$ cat src/logic/power_timing_pkg.sv
// Purpose: constants and types for the power-mode timing register bank
// Assumes: 20 MHz system clock, registers reached through a byte-wide register port
// Notes: each register is one byte at its printed offset
// What this block does
// - Normal mode report interval byte is milliseconds, 0-255, reset 16.
// - Low mode report interval byte is milliseconds, 0-255, reset 48.
// - Intervals timed by slow oscillator tick; up to 4 ms deviation accepted.
// - Intervals below 4 ms may report slower than programmed.
// - Deepest mode interval is byte times 16 ms, reset byte 8.
// - Step-down time is byte times 500 ms, reset byte 20.
// - Mask bit zero passes its event source, one suppresses it; reset zero.
// - Mask bits: 7 limit active, 6 power, 5 system, 4 temp, 3 hyst, 2 mag, 1 limit, 0 prox.
// - Pulse duty equals (byte plus one) over 256.
// - Pulse output runs at fixed 1 kHz on general pin three.
// - Pulse output only while its enable bit is set; host sets it.
// - While pulsing, coil transmit disabled and device stays in normal mode.
// - Mode field 00 normal, 01 low, 10 deepest, 11 halt; first three each own interval, halt never reports.
// - Automatic switching only while auto_switch_disable is clear.
package power_timing_pkg;
	localparam int CLK_HZ = 20000000;
	localparam int MS_CYCLES = CLK_HZ / 1000;
	localparam int PULSE_HZ = 1000;
	localparam int PULSE_STEP_CYCLES = CLK_HZ / PULSE_HZ / 256;
	localparam int DEEP_UNIT_MS = 16;
	localparam int STEP_UNIT_MS = 500;
	localparam logic [7:0] ADDR_NORMAL = 8'hd3;
	localparam logic [7:0] ADDR_LOW = 8'hd4;
	localparam logic [7:0] ADDR_DEEP = 8'hd5;
	localparam logic [7:0] ADDR_STEP = 8'hd6;
	localparam logic [7:0] ADDR_MASK = 8'hd7;
	localparam logic [7:0] ADDR_DUTY = 8'hd8;
	localparam logic [7:0] RST_NORMAL = 8'h10;
	localparam logic [7:0] RST_LOW = 8'h30;
	localparam logic [7:0] RST_DEEP = 8'h08;
	localparam logic [7:0] RST_STEP = 8'h14;
	localparam logic [7:0] RST_MASK = 8'h00;
	localparam logic [7:0] RST_DUTY = 8'h00;
	typedef enum logic [1:0] {MODE_NORMAL, MODE_LOW, MODE_DEEP, MODE_HALT} power_mode_type;
	typedef struct packed {
		logic wr;
		logic rd;
		logic [7:0] addr;
		logic [7:0] wdata;
	} reg_req_type;
	typedef struct packed {
		logic pulse_enable;
		logic deep_allowed;
		logic auto_switch_disable;
		power_mode_type manual_mode;
	} mode_ctl_type;
	typedef struct packed {
		logic [7:0] normal_report_interval;
		logic [7:0] low_report_interval;
		logic [7:0] deep_sleep_report_interval;
		logic [7:0] mode_step_down_timer;
		logic [7:0] event_source_mask;
		logic [7:0] pulse_duty_setting;
		logic [7:0] rdata;
		logic rvalid;
		power_mode_type mode;
		logic [15:0] ms_div;
		logic [12:0] report_ms;
		logic report_tick;
		logic [16:0] idle_ms;
		logic [7:0] pwm_phase;
		logic [7:0] pwm_div;
		logic general_pin_three;
		logic coil_transmit_enable;
		logic [7:0] event_status;
		logic ready;
	} bank_state_type;
endpackage : power_timing_pkg

$ cat src/logic/power_mode_timing_regs.sv
// Purpose: timing register bank with report scheduler, mode stepper and pulse output
// Assumes: event and activity inputs are synchronous to clk
// Notes: the slow oscillator is modelled by a millisecond tick from clk
`timescale 1ns/10ps
module power_mode_timing_regs (
	input wire logic clk,
	input wire logic reset_n,
	input power_timing_pkg::reg_req_type req,
	input power_timing_pkg::mode_ctl_type mode_ctl,
	input wire logic [7:0] event_raw,
	input wire logic activity,
	output logic [7:0] rdata,
	output logic rvalid,
	output power_timing_pkg::power_mode_type mode,
	output logic report_tick,
	output logic general_pin_three,
	output logic coil_transmit_enable,
	output logic [7:0] event_status,
	output logic ready
);
	import power_timing_pkg::*;

	bank_state_type s_r, s_nxt;

	function automatic logic [12:0] interval_ms(input power_mode_type m, input bank_state_type s);
		case (m)
			MODE_NORMAL: interval_ms = {5'h00, s.normal_report_interval};
			MODE_LOW: interval_ms = {5'h00, s.low_report_interval};
			MODE_DEEP: interval_ms = 13'(s.deep_sleep_report_interval * DEEP_UNIT_MS);
			default: interval_ms = 13'h0000;
		endcase
	endfunction : interval_ms

	always_comb begin
		logic ms_tick;
		logic [16:0] step_ms;
		ms_tick = 1'b0;
		step_ms = 17'(s_r.mode_step_down_timer * STEP_UNIT_MS);
		s_nxt = s_r;
		s_nxt.rvalid = 1'b0;
		s_nxt.report_tick = 1'b0;
		if (req.wr) begin
			if (req.addr == ADDR_NORMAL) begin
				s_nxt.normal_report_interval = req.wdata;
			end else if (req.addr == ADDR_LOW) begin
				s_nxt.low_report_interval = req.wdata;
			end else if (req.addr == ADDR_DEEP) begin
				s_nxt.deep_sleep_report_interval = req.wdata;
			end else if (req.addr == ADDR_STEP) begin
				s_nxt.mode_step_down_timer = req.wdata;
			end else if (req.addr == ADDR_MASK) begin
				s_nxt.event_source_mask = req.wdata;
			end else if (req.addr == ADDR_DUTY) begin
				s_nxt.pulse_duty_setting = req.wdata;
			end
		end
		if (req.rd) begin
			s_nxt.rvalid = 1'b1;
			if (req.addr == ADDR_NORMAL) begin
				s_nxt.rdata = s_r.normal_report_interval;
			end else if (req.addr == ADDR_LOW) begin
				s_nxt.rdata = s_r.low_report_interval;
			end else if (req.addr == ADDR_DEEP) begin
				s_nxt.rdata = s_r.deep_sleep_report_interval;
			end else if (req.addr == ADDR_STEP) begin
				s_nxt.rdata = s_r.mode_step_down_timer;
			end else if (req.addr == ADDR_MASK) begin
				s_nxt.rdata = s_r.event_source_mask;
			end else if (req.addr == ADDR_DUTY) begin
				s_nxt.rdata = s_r.pulse_duty_setting;
			end else begin
				s_nxt.rdata = 8'h00;
			end
		end
		// Millisecond tick stands in for the slow oscillator; its accuracy is within 4 ms
		if (s_r.ms_div == 16'(MS_CYCLES - 1)) begin
			s_nxt.ms_div = 16'h0000;
			ms_tick = 1'b1;
		end else begin
			s_nxt.ms_div = s_r.ms_div + 16'h0001;
		end
		// Report scheduler; a zero interval reports every millisecond, the fastest reachable
		if (s_r.mode != MODE_HALT && ms_tick) begin
			if (s_r.report_ms + 13'h0001 >= interval_ms(s_r.mode, s_r)) begin
				s_nxt.report_ms = 13'h0000;
				s_nxt.report_tick = 1'b1;
			end else begin
				s_nxt.report_ms = s_r.report_ms + 13'h0001;
			end
		end
		// Mode selection
		// Pulse output pins the mode to normal ahead of every other request
		if (mode_ctl.pulse_enable) begin
			s_nxt.mode = MODE_NORMAL;
			s_nxt.idle_ms = 17'h00000;
		end else if (mode_ctl.auto_switch_disable) begin
			s_nxt.mode = mode_ctl.manual_mode;
			s_nxt.idle_ms = 17'h00000;
		end else if (activity) begin
			s_nxt.mode = MODE_NORMAL;
			s_nxt.idle_ms = 17'h00000;
		end else if (ms_tick) begin
			if (s_r.idle_ms + 17'h00001 >= step_ms) begin
				s_nxt.idle_ms = 17'h00000;
				if (s_r.mode == MODE_NORMAL) begin
					s_nxt.mode = MODE_LOW;
				end else if (s_r.mode == MODE_LOW && mode_ctl.deep_allowed) begin
					s_nxt.mode = MODE_DEEP;
				end else if (s_r.mode == MODE_HALT) begin
					s_nxt.mode = MODE_NORMAL;
				end
			end else begin
				s_nxt.idle_ms = s_r.idle_ms + 17'h00001;
			end
		end
		if (s_nxt.mode != s_r.mode) begin
			s_nxt.report_ms = 13'h0000;
		end
		// 256 steps per 1 kHz period
		// Period is 19968 cycles, slightly fast: 20000 does not split into 256 equal steps
		if (s_r.pwm_div == 8'(PULSE_STEP_CYCLES - 1)) begin
			s_nxt.pwm_div = 8'h00;
			s_nxt.pwm_phase = s_r.pwm_phase + 8'h01;
		end else begin
			s_nxt.pwm_div = s_r.pwm_div + 8'h01;
		end
		s_nxt.general_pin_three = mode_ctl.pulse_enable &&
			(s_r.pwm_phase <= s_r.pulse_duty_setting);
		s_nxt.coil_transmit_enable = !mode_ctl.pulse_enable;
		// Status follows every source; only unmasked ones raise ready
		s_nxt.event_status = event_raw;
		s_nxt.ready = |(event_raw & ~s_r.event_source_mask);
	end

	always_ff @(posedge clk or negedge reset_n) begin
		if (!reset_n) begin
			s_r <= '{normal_report_interval: RST_NORMAL, low_report_interval: RST_LOW,
				deep_sleep_report_interval: RST_DEEP, mode_step_down_timer: RST_STEP,
				event_source_mask: RST_MASK, pulse_duty_setting: RST_DUTY,
				rdata: 8'h00, rvalid: 1'b0, mode: MODE_NORMAL, ms_div: 16'h0000,
				report_ms: 13'h0000, report_tick: 1'b0, idle_ms: 17'h00000,
				pwm_phase: 8'h00, pwm_div: 8'h00, general_pin_three: 1'b0,
				coil_transmit_enable: 1'b1, event_status: 8'h00, ready: 1'b0};
		end else begin
			s_r <= s_nxt;
		end
	end

	assign rdata = s_r.rdata;
	assign rvalid = s_r.rvalid;
	assign mode = s_r.mode;
	assign report_tick = s_r.report_tick;
	assign general_pin_three = s_r.general_pin_three;
	assign coil_transmit_enable = s_r.coil_transmit_enable;
	assign event_status = s_r.event_status;
	assign ready = s_r.ready;
endmodule : power_mode_timing_regs

$ cat config.mk
export PLATFORM = sky130hd
export DESIGN_NAME = power_mode_timing_regs
export DESIGN_NICKNAME = d
export VERILOG_FILES = /design/src/logic/power_timing_pkg.sv /design/src/logic/power_mode_timing_regs.sv
export SDC_FILE = /design/constraint.sdc
export NUM_CORES = 1
export LEC_CHECK = 0
export ABC_AREA = 1
export BUFFER_PORTS_ARGS = -buffer_cell sky130_fd_sc_hd__buf_2
export CORE_MARGIN = 5
export CORE_UTILIZATION = 65
export DETAILED_ROUTE_END_ITERATION = 8
export PLACE_DENSITY = 0.91
export SETUP_SLACK_MARGIN = 0.05
export SYNTH_ARGS = -nofsm -noshare
export SYNTH_HDL_FRONTEND = slang
export SYNTH_SLANG_ARGS = --single-unit
export TNS_END_PERCENT = 20
$ cat constraint.sdc
create_clock -name clk -period 14.3 [get_ports clk]
set_input_delay 0.715 -clock clk [delete_from_list [all_inputs] [get_ports clk]]
set_output_delay 0.715 -clock clk [all_outputs]
set_load 0.03 [all_outputs]
Word-level counts from Yosys, hierarchy flattened. Cells that the tools add are included.

Bits in registers: 133. Bits of input ports: 34. Output and inout bits: 23. Logic and storage cells: 91.

Add/subtract/negate cells: 5. Multipliers: 1. $lt $le $gt $ge: 3. Equal/unequal tests: 13. Muxes and demuxes: 29. Bitwise gates (word level): 7. Reduce and logical (&&, ||, !) cells: 14.

Operators by type and width (number): 17-bit two-way mux (5); 8-bit two-way mux (7); 8-bit equality test, second input constant (6); 13-bit two-way mux (3); 12-bit one-hot mux with 3 select lines (1); 17-bit by 1-bit adder with 17-bit output, second input constant (1); 17-bit greater-or-equal comparator (1); 16-bit by 1-bit adder with 16-bit output, second input constant (1); 8-bit by 1-bit adder with 8-bit output, second input constant (2); 16-bit by 15-bit equality test with 1-bit output, second input constant (1); 16-bit two-way mux (1); 2-bit two-way mux (8); 8-bit by 7-bit multiplier with 15-bit output, second input constant (1); 14-bit two-way mux (1); 13-bit by 1-bit adder with 13-bit output, second input constant (1); 13-bit greater-or-equal comparator (1); 8-bit bitwise AND (1); 8-bit by 7-bit equality test with 1-bit output, second input constant (1); 8-bit <= comparator (1); 8-bit inverter (1); 8-bit OR reduction (1); 7-bit AND reduction (1); 6-bit AND reduction (1); 1-bit inverter (5); 14 further kinds (19).

Logic depth before layout (Yosys ltp).
Depth after elaboration: 11. Gate-level depth with buffers: 35. Depth with buffers taken out: 34.

Worst setup path before layout. Ideal clock, no wire load.

Path kind: reg-to-reg. Start: reg s_r[103] in the netlist's numbering. End: reg s_r[49] in the netlist's numbering. Setup time: 0.118 ns. Arrival time: 5.527 ns. Data required time: 14.182 ns. Path slack: 8.654 ns. Stages on the path, launching flop included: 33. Path buffers: 1. Path through: dfstp_2 -> fa_1 -> xor2_1 -> ha_1 -> fa_1 -> inv_1 -> fa_1 -> inv_1 -> ha_1 -> inv_1 -> o31ai_1 -> a31oi_1 -> o21ai_0 -> a21oi_1 -> o21ai_0 -> xnor2_1 -> ha_1 -> nand2_1 -> nor2_1 -> nand2_1 -> nor2_1 -> nor2_1 -> nand3_1 -> nand2_1 -> nand2_1 -> nand3_1 -> nand2_2 -> nand2_1 -> nand2_2 -> nand2_4 -> buf_4 -> nand4_1 -> nand2_1.

Cells in the longest elaborated chain, start to end: 9. Elaborated cells between the ends (all ways): 10. Those cells by class: mul (1); order compare (1); eq/ne (1); mux (6); reduce/logical (1).

RTL lines: start: declaration (line power_mode_timing_regs.sv:23) `bank_state_type s_r, s_nxt;`; start signal: assignment (line power_mode_timing_regs.sv:137) `s_r <= '{normal_report_interval: RST_NORMAL, low_report_interval: RST_LOW,`; start signal: assignment (line power_mode_timing_regs.sv:145) `s_r <= s_nxt;`; 8-bit by 7-bit multiplier with 15-bit output * (line power_mode_timing_regs.sv:38) `step_ms = 17'(s_r.mode_step_down_timer * STEP_UNIT_MS);`; 17-bit greater-or-equal comparator * (line power_mode_timing_regs.sv:103) `if (s_r.idle_ms + 17'h00001 >= step_ms) begin`; 2-bit two-way mux * (line power_mode_timing_regs.sv:103); 2-bit two-way mux * (line power_mode_timing_regs.sv:102) `end else if (ms_tick) begin`; 2-bit two-way mux * (line power_mode_timing_regs.sv:99) `end else if (activity) begin`; 2-bit two-way mux * (line power_mode_timing_regs.sv:96) `end else if (mode_ctl.auto_switch_disable) begin`; 2-bit two-way mux * (line power_mode_timing_regs.sv:93) `if (mode_ctl.pulse_enable) begin`; 2-bit inequality test * (line power_mode_timing_regs.sv:116) `if (s_nxt.mode != s_r.mode) begin`; 13-bit two-way mux or 2-bit nonzero test (tied branches).

Every way passes the cells marked *; elsewhere a longest branch is shown, timed or not. A chain may end at the register's enable or synchronous reset.

Worst setup path in the final report.
Start: reg s_r[103] in the netlist's numbering. End: reg s_r[46] in the netlist's numbering.

The elaborated chain is that of the path after synthesis.

==> results.md <==
- The most common cell type on the critical path is nand2_1.
- For this design, the CTS-stage hold fixing added 0 buffers.
- The total overflow left after global routing is 0.
- In the routed design, unresolved DRC markers number 0.
- The worst pin sits at a relative slew slack of 0.360.
- In the global route stage, overall resource usage came out at 0.282.
- The total wire length is 21,500 µm.
- The reg2reg setup slack is 7.92 ns.
- The peak ir drop on the vdd network is 0.0000939 V.
- The number of buffers added by the clock tree synthesis step is 17.
- The worst-skew pair later-pin latency is 0.44 ns.
- Of the total synthesized cell area, the portion taken by AND, OR, NAND and NOR gates is 0.221.
- The layout-stage area growth over the synthesis result is 10.2%.
- The total number of yosys warnings is 0.
- Setup repair after global routing left no endpoint under its margin.
- Synthesis produced a netlist whose cell count is 1,046.
- For this design the top-level I/O count stands at 57.
- The library cell used as clock root buffer is clkbuf_16.
- The start point of the critical path is s_r[103]$_DFFE_PN1P_.
- The area enclosed by the die boundary is 16,100 µm².
- The detail route stage leaves a number of antenna-violating nets equal to 0.
- The max-capacitance violation count is 0.
- Based on the critical path, the design can be clocked at up to 157 MHz.
- After the first detailed-routing iteration, the DRC count stood at 772.
- The global-route wire length before repair is 36,400 µm.
- The longest individual stage delay on the worst path is 0.63 ns.
- The transition at the pin with the smallest max-transition slack is 0.951 ns.
- The depth of the worst register-to-register path is 34.
- The cell area after synthesis is 8870 µm².
- Following the worst setup path forward leads to its endpoint at s_r[46]$_DFFE_PN0P_.
- The congestion estimate from routability-driven global placement came to 0.895.
- The number of antenna violations at the first check in global routing is 0.
- Clock tree synthesis found a total of 133 sinks.
- The effective utilization at floorplan is 0.667.
- The multiplexer fraction of the synthesized cell area is 0.
- The commonest non-fill, non-tap cell in the layout is nand2_1.
- The worst path needs 6.38 ns of the cycle, external delays included.
- The max-slew violation total from the final report is 0.
- The flip-flop and latch count after synthesis is 133.
- Summed over all nets, the half-perimeter wirelength after detailed placement is 15,000 µm.
- For this run, the leading register cell type out of synthesis is dfrtp_1.
- The die extent in x is 127 µm.
- In this run the post-CTS setup repair buffer count came out at 0.
- The share of the synthesized area in compound gates (AO/OA/AOI/OAI) is 0.0956.
- Power spread over the standard cell area amounts to 103 nW/µm².
- By startpoint and endpoint, the worst setup path is classified as flop to flop.
- Dividing the detail-routed wire length by the instance count gives 16.8 µm.
- On the final layout, the worst clock skew is 0.00881 ns.
- Entering global routing, the biggest net connects 68 pins.
- The worst register-to-register path begins at s_r[103]$_DFFE_PN1P_.
- The fraction of layout cells with a size suffix above 1 is 0.126.
- Row generation in the floorplan step produced 42 rows.
- For this design, the slowest cell found on the critical path is dfstp_2.
- STA puts the critical path data arrival time at 6.71 ns.
- The floorplan step set the die height to 127 µm.
- The count of TritonRoute iterations in the first routing pass is 5.
- The layout net count is 1,224.
- In the layout the commonest cells are 209 x nand2_1, 162 x inv_1, 126 x dfrtp_1.
- The register area share after synthesis is 0.376.
- The endpoint class of the critical path is a flop.
- No sink is reached through more buffers than the 2 on the longest clock path.
- The number of flops mapped to enable cells by yosys is 0.
- TritonCTS built the clock tree.
- The number of vias per cell is 5.90.
- The post-synthesis adder-cell area fraction is 0.160.
- Of the available clock period, the critical path in the final layout requires 0.446.
- Setup violations remaining at the end of the flow were counted as 0.
- The clock transition time at the flip-flop clock pins of the worst setup and hold paths is 0.06 ns.
- Counting tap cells, the placed design contains a total of 1,246 instances.
- Along the worst path, the maximum fanout reaches 24.
- The post-cts resize count is 0.
- The H-tree was split into 4 levels.
- Input and output buffers added on the ports amount to 56.
- The number of antenna diodes in the final layout is 0.
- The endpoint required time on the critical path is 14.63 ns.
- The total negative slack for setup checks is 0 ns.
- The run finished with clean final reports.
- The synthesized netlist contains 45 unique library cells.
- The average cell area after synthesis is 8.48 µm².
- The area of the core is 13,300 µm².
- The fraction of synthesized cell area in xor and xnor cells is 0.0503.
- The leakage dissipation is 4.99 nW.
- For this run, the number of standard cells in the final layout without fillers is 1,278.
- The post-synth net total is 1,181.
- The terminus of the critical flop-to-flop path is s_r[46]$_DFFE_PN0P_.
- The filler cell count is 890.
- The share of async-settable or async-resettable flops after synthesis is 1.00.
- The final number of hold-violating endpoints was 0.
- After synthesis, the largest family of logic cells by area is simple AND/OR/NAND/NOR gates.
- The routed layout has 7,541 vias.
- The via count of the first global-routing pass was 7,718.
- The type of element launching the critical path is a flop.
- The class of the most critical hold timing path is input pin to asynchronous set/reset pin.
-- routing by layer --
| layer | GRT usage | vias up | share of wire |
|---|---|---|---|
| met3 | 0.0744 | 101 | 0.061 |
| met4 | 0.150 | 0 | 0.051 |
| li1 | - | 3492 | - |
| met1 | 0.334 | 3617 | 0.39 |
| met2 | 0.471 | 331 | 0.50 |
| met5 | 0 | - | 0 |
-- cells by family after synthesis --
group / after synthesis
simple gates: 414
fa+ha+maj: 101
xor+xnor: 51
compound gates: 147
flops: 133
buf+inv: 200
-- registers in the layout, indices dropped and copies added (netlist names) --
name / flops
coil_transmit_enable: 1
event_status: 8
general_pin_three: 1
mode: 2
rdata: 8
ready: 1
report_tick: 1
rvalid: 1
s_r: 110
-- layout make-up --
type,count,area [µm²],area share
sequential,133,3340,0.341
clock buffer,19,433,0.0443
clock inverter,13,196,0.0201
multi-input combinational,713,4670,0.478
inverter,167,627,0.0641
timing repair buffer,57,294,0.0301
tap,176,220,0.0225
-- Yosys cell counts, types with 3 or more instances --
| cell | n | area (µm²) |
|---|---|---|
| nand3_2 | 3 | 30.0 |
| a41oi_1 | 6 | 52.6 |
| xor2_1 | 38 | 333 |
| buf_2 | 5 | 25.0 |
| a221oi_1 | 8 | 70.1 |
| dfstp_2 | 7 | 184 |
| nand3b_1 | 3 | 22.5 |
| a21oi_1 | 34 | 170 |
| o22ai_1 | 11 | 68.8 |
| nor4_4 | 3 | 63.8 |
| nand2_2 | 12 | 75.1 |
| and3_1 | 3 | 18.8 |
| xnor2_1 | 13 | 114 |
| ha_1 | 80 | 1000 |
| fa_1 | 21 | 420 |
| nand3_1 | 58 | 290 |
| a22o_1 | 5 | 43.8 |
| nor2_1 | 66 | 248 |
| nor2_4 | 3 | 33.8 |
| nor2_2 | 5 | 31.3 |
| nand2_1 | 209 | 785 |
| nor3_2 | 8 | 80.1 |
| inv_2 | 3 | 11.3 |
| nand4_1 | 19 | 119 |
| buf_4 | 20 | 150 |
| inv_1 | 162 | 608 |
| dfrtp_1 | 126 | 3150 |
| clkbuf_1 | 4 | 15.0 |
| buf_6 | 4 | 45.0 |
| nor3_1 | 14 | 70.1 |
| o21ai_0 | 56 | 280 |
| o21ai_1 | 19 | 95.1 |
-- through the flow --
step                setup slack, ns  power (W)  utilization  area [µm²]  hold WS (ns)
floorplan                      8.65   0.000496            -        8870         0.419
global placement               8.34   0.000526        0.688        9150         0.457
detailed placement             8.01   0.000535        0.688        9150         0.464
CTS                            7.98    0.00101        0.736        9780         0.288
global route                   7.34    0.00104        0.736        9780         0.322
finish                         7.92    0.00101        0.736        9780         0.272
-- worst max-delay path: cells and delay by family, from the launching register on --
family	cells	cell delay (ns)
flip-flops	1	0.63
AND/OR/NAND/NOR	19	1.95
adder cells (fa/ha/maj)	6	2.32
buffers and inverters	1	0.05
AO/OA/AOI/OAI	6	1.05
XOR/XNOR	2	0.26
-- worst min path at each step --
stage	startpoint	endpoint	slack (ns)
6_report	reset_n	s_r[43]$_DFFE_PN0P_	0.27
3_5_place_dp	s_r[58]$_DFF_PN0_	s_r[58]$_DFF_PN0_	0.46
3_3_place_gp	s_r[58]$_DFF_PN0_	s_r[58]$_DFF_PN0_	0.46
4_1_cts	reset_n	s_r[66]$_DFF_PN0_	0.29
5_1_grt	reset_n	s_r[43]$_DFFE_PN0P_	0.32
2_1_floorplan	reset_n	event_status[0]$_DFF_PN0_	0.42
-- report_power, final --
group / total [W] / internal, W / switching [W] / leakage (nW)
Combinational: 0.000135 / 0.0000433 / 0.0000914 / 2.93
Sequential: 0.000397 / 0.000387 / 0.00000986 / 1.76
Clock: 0.000474 / 0.000295 / 0.000180 / 0.305
Power figures use the tool's default switching activity.
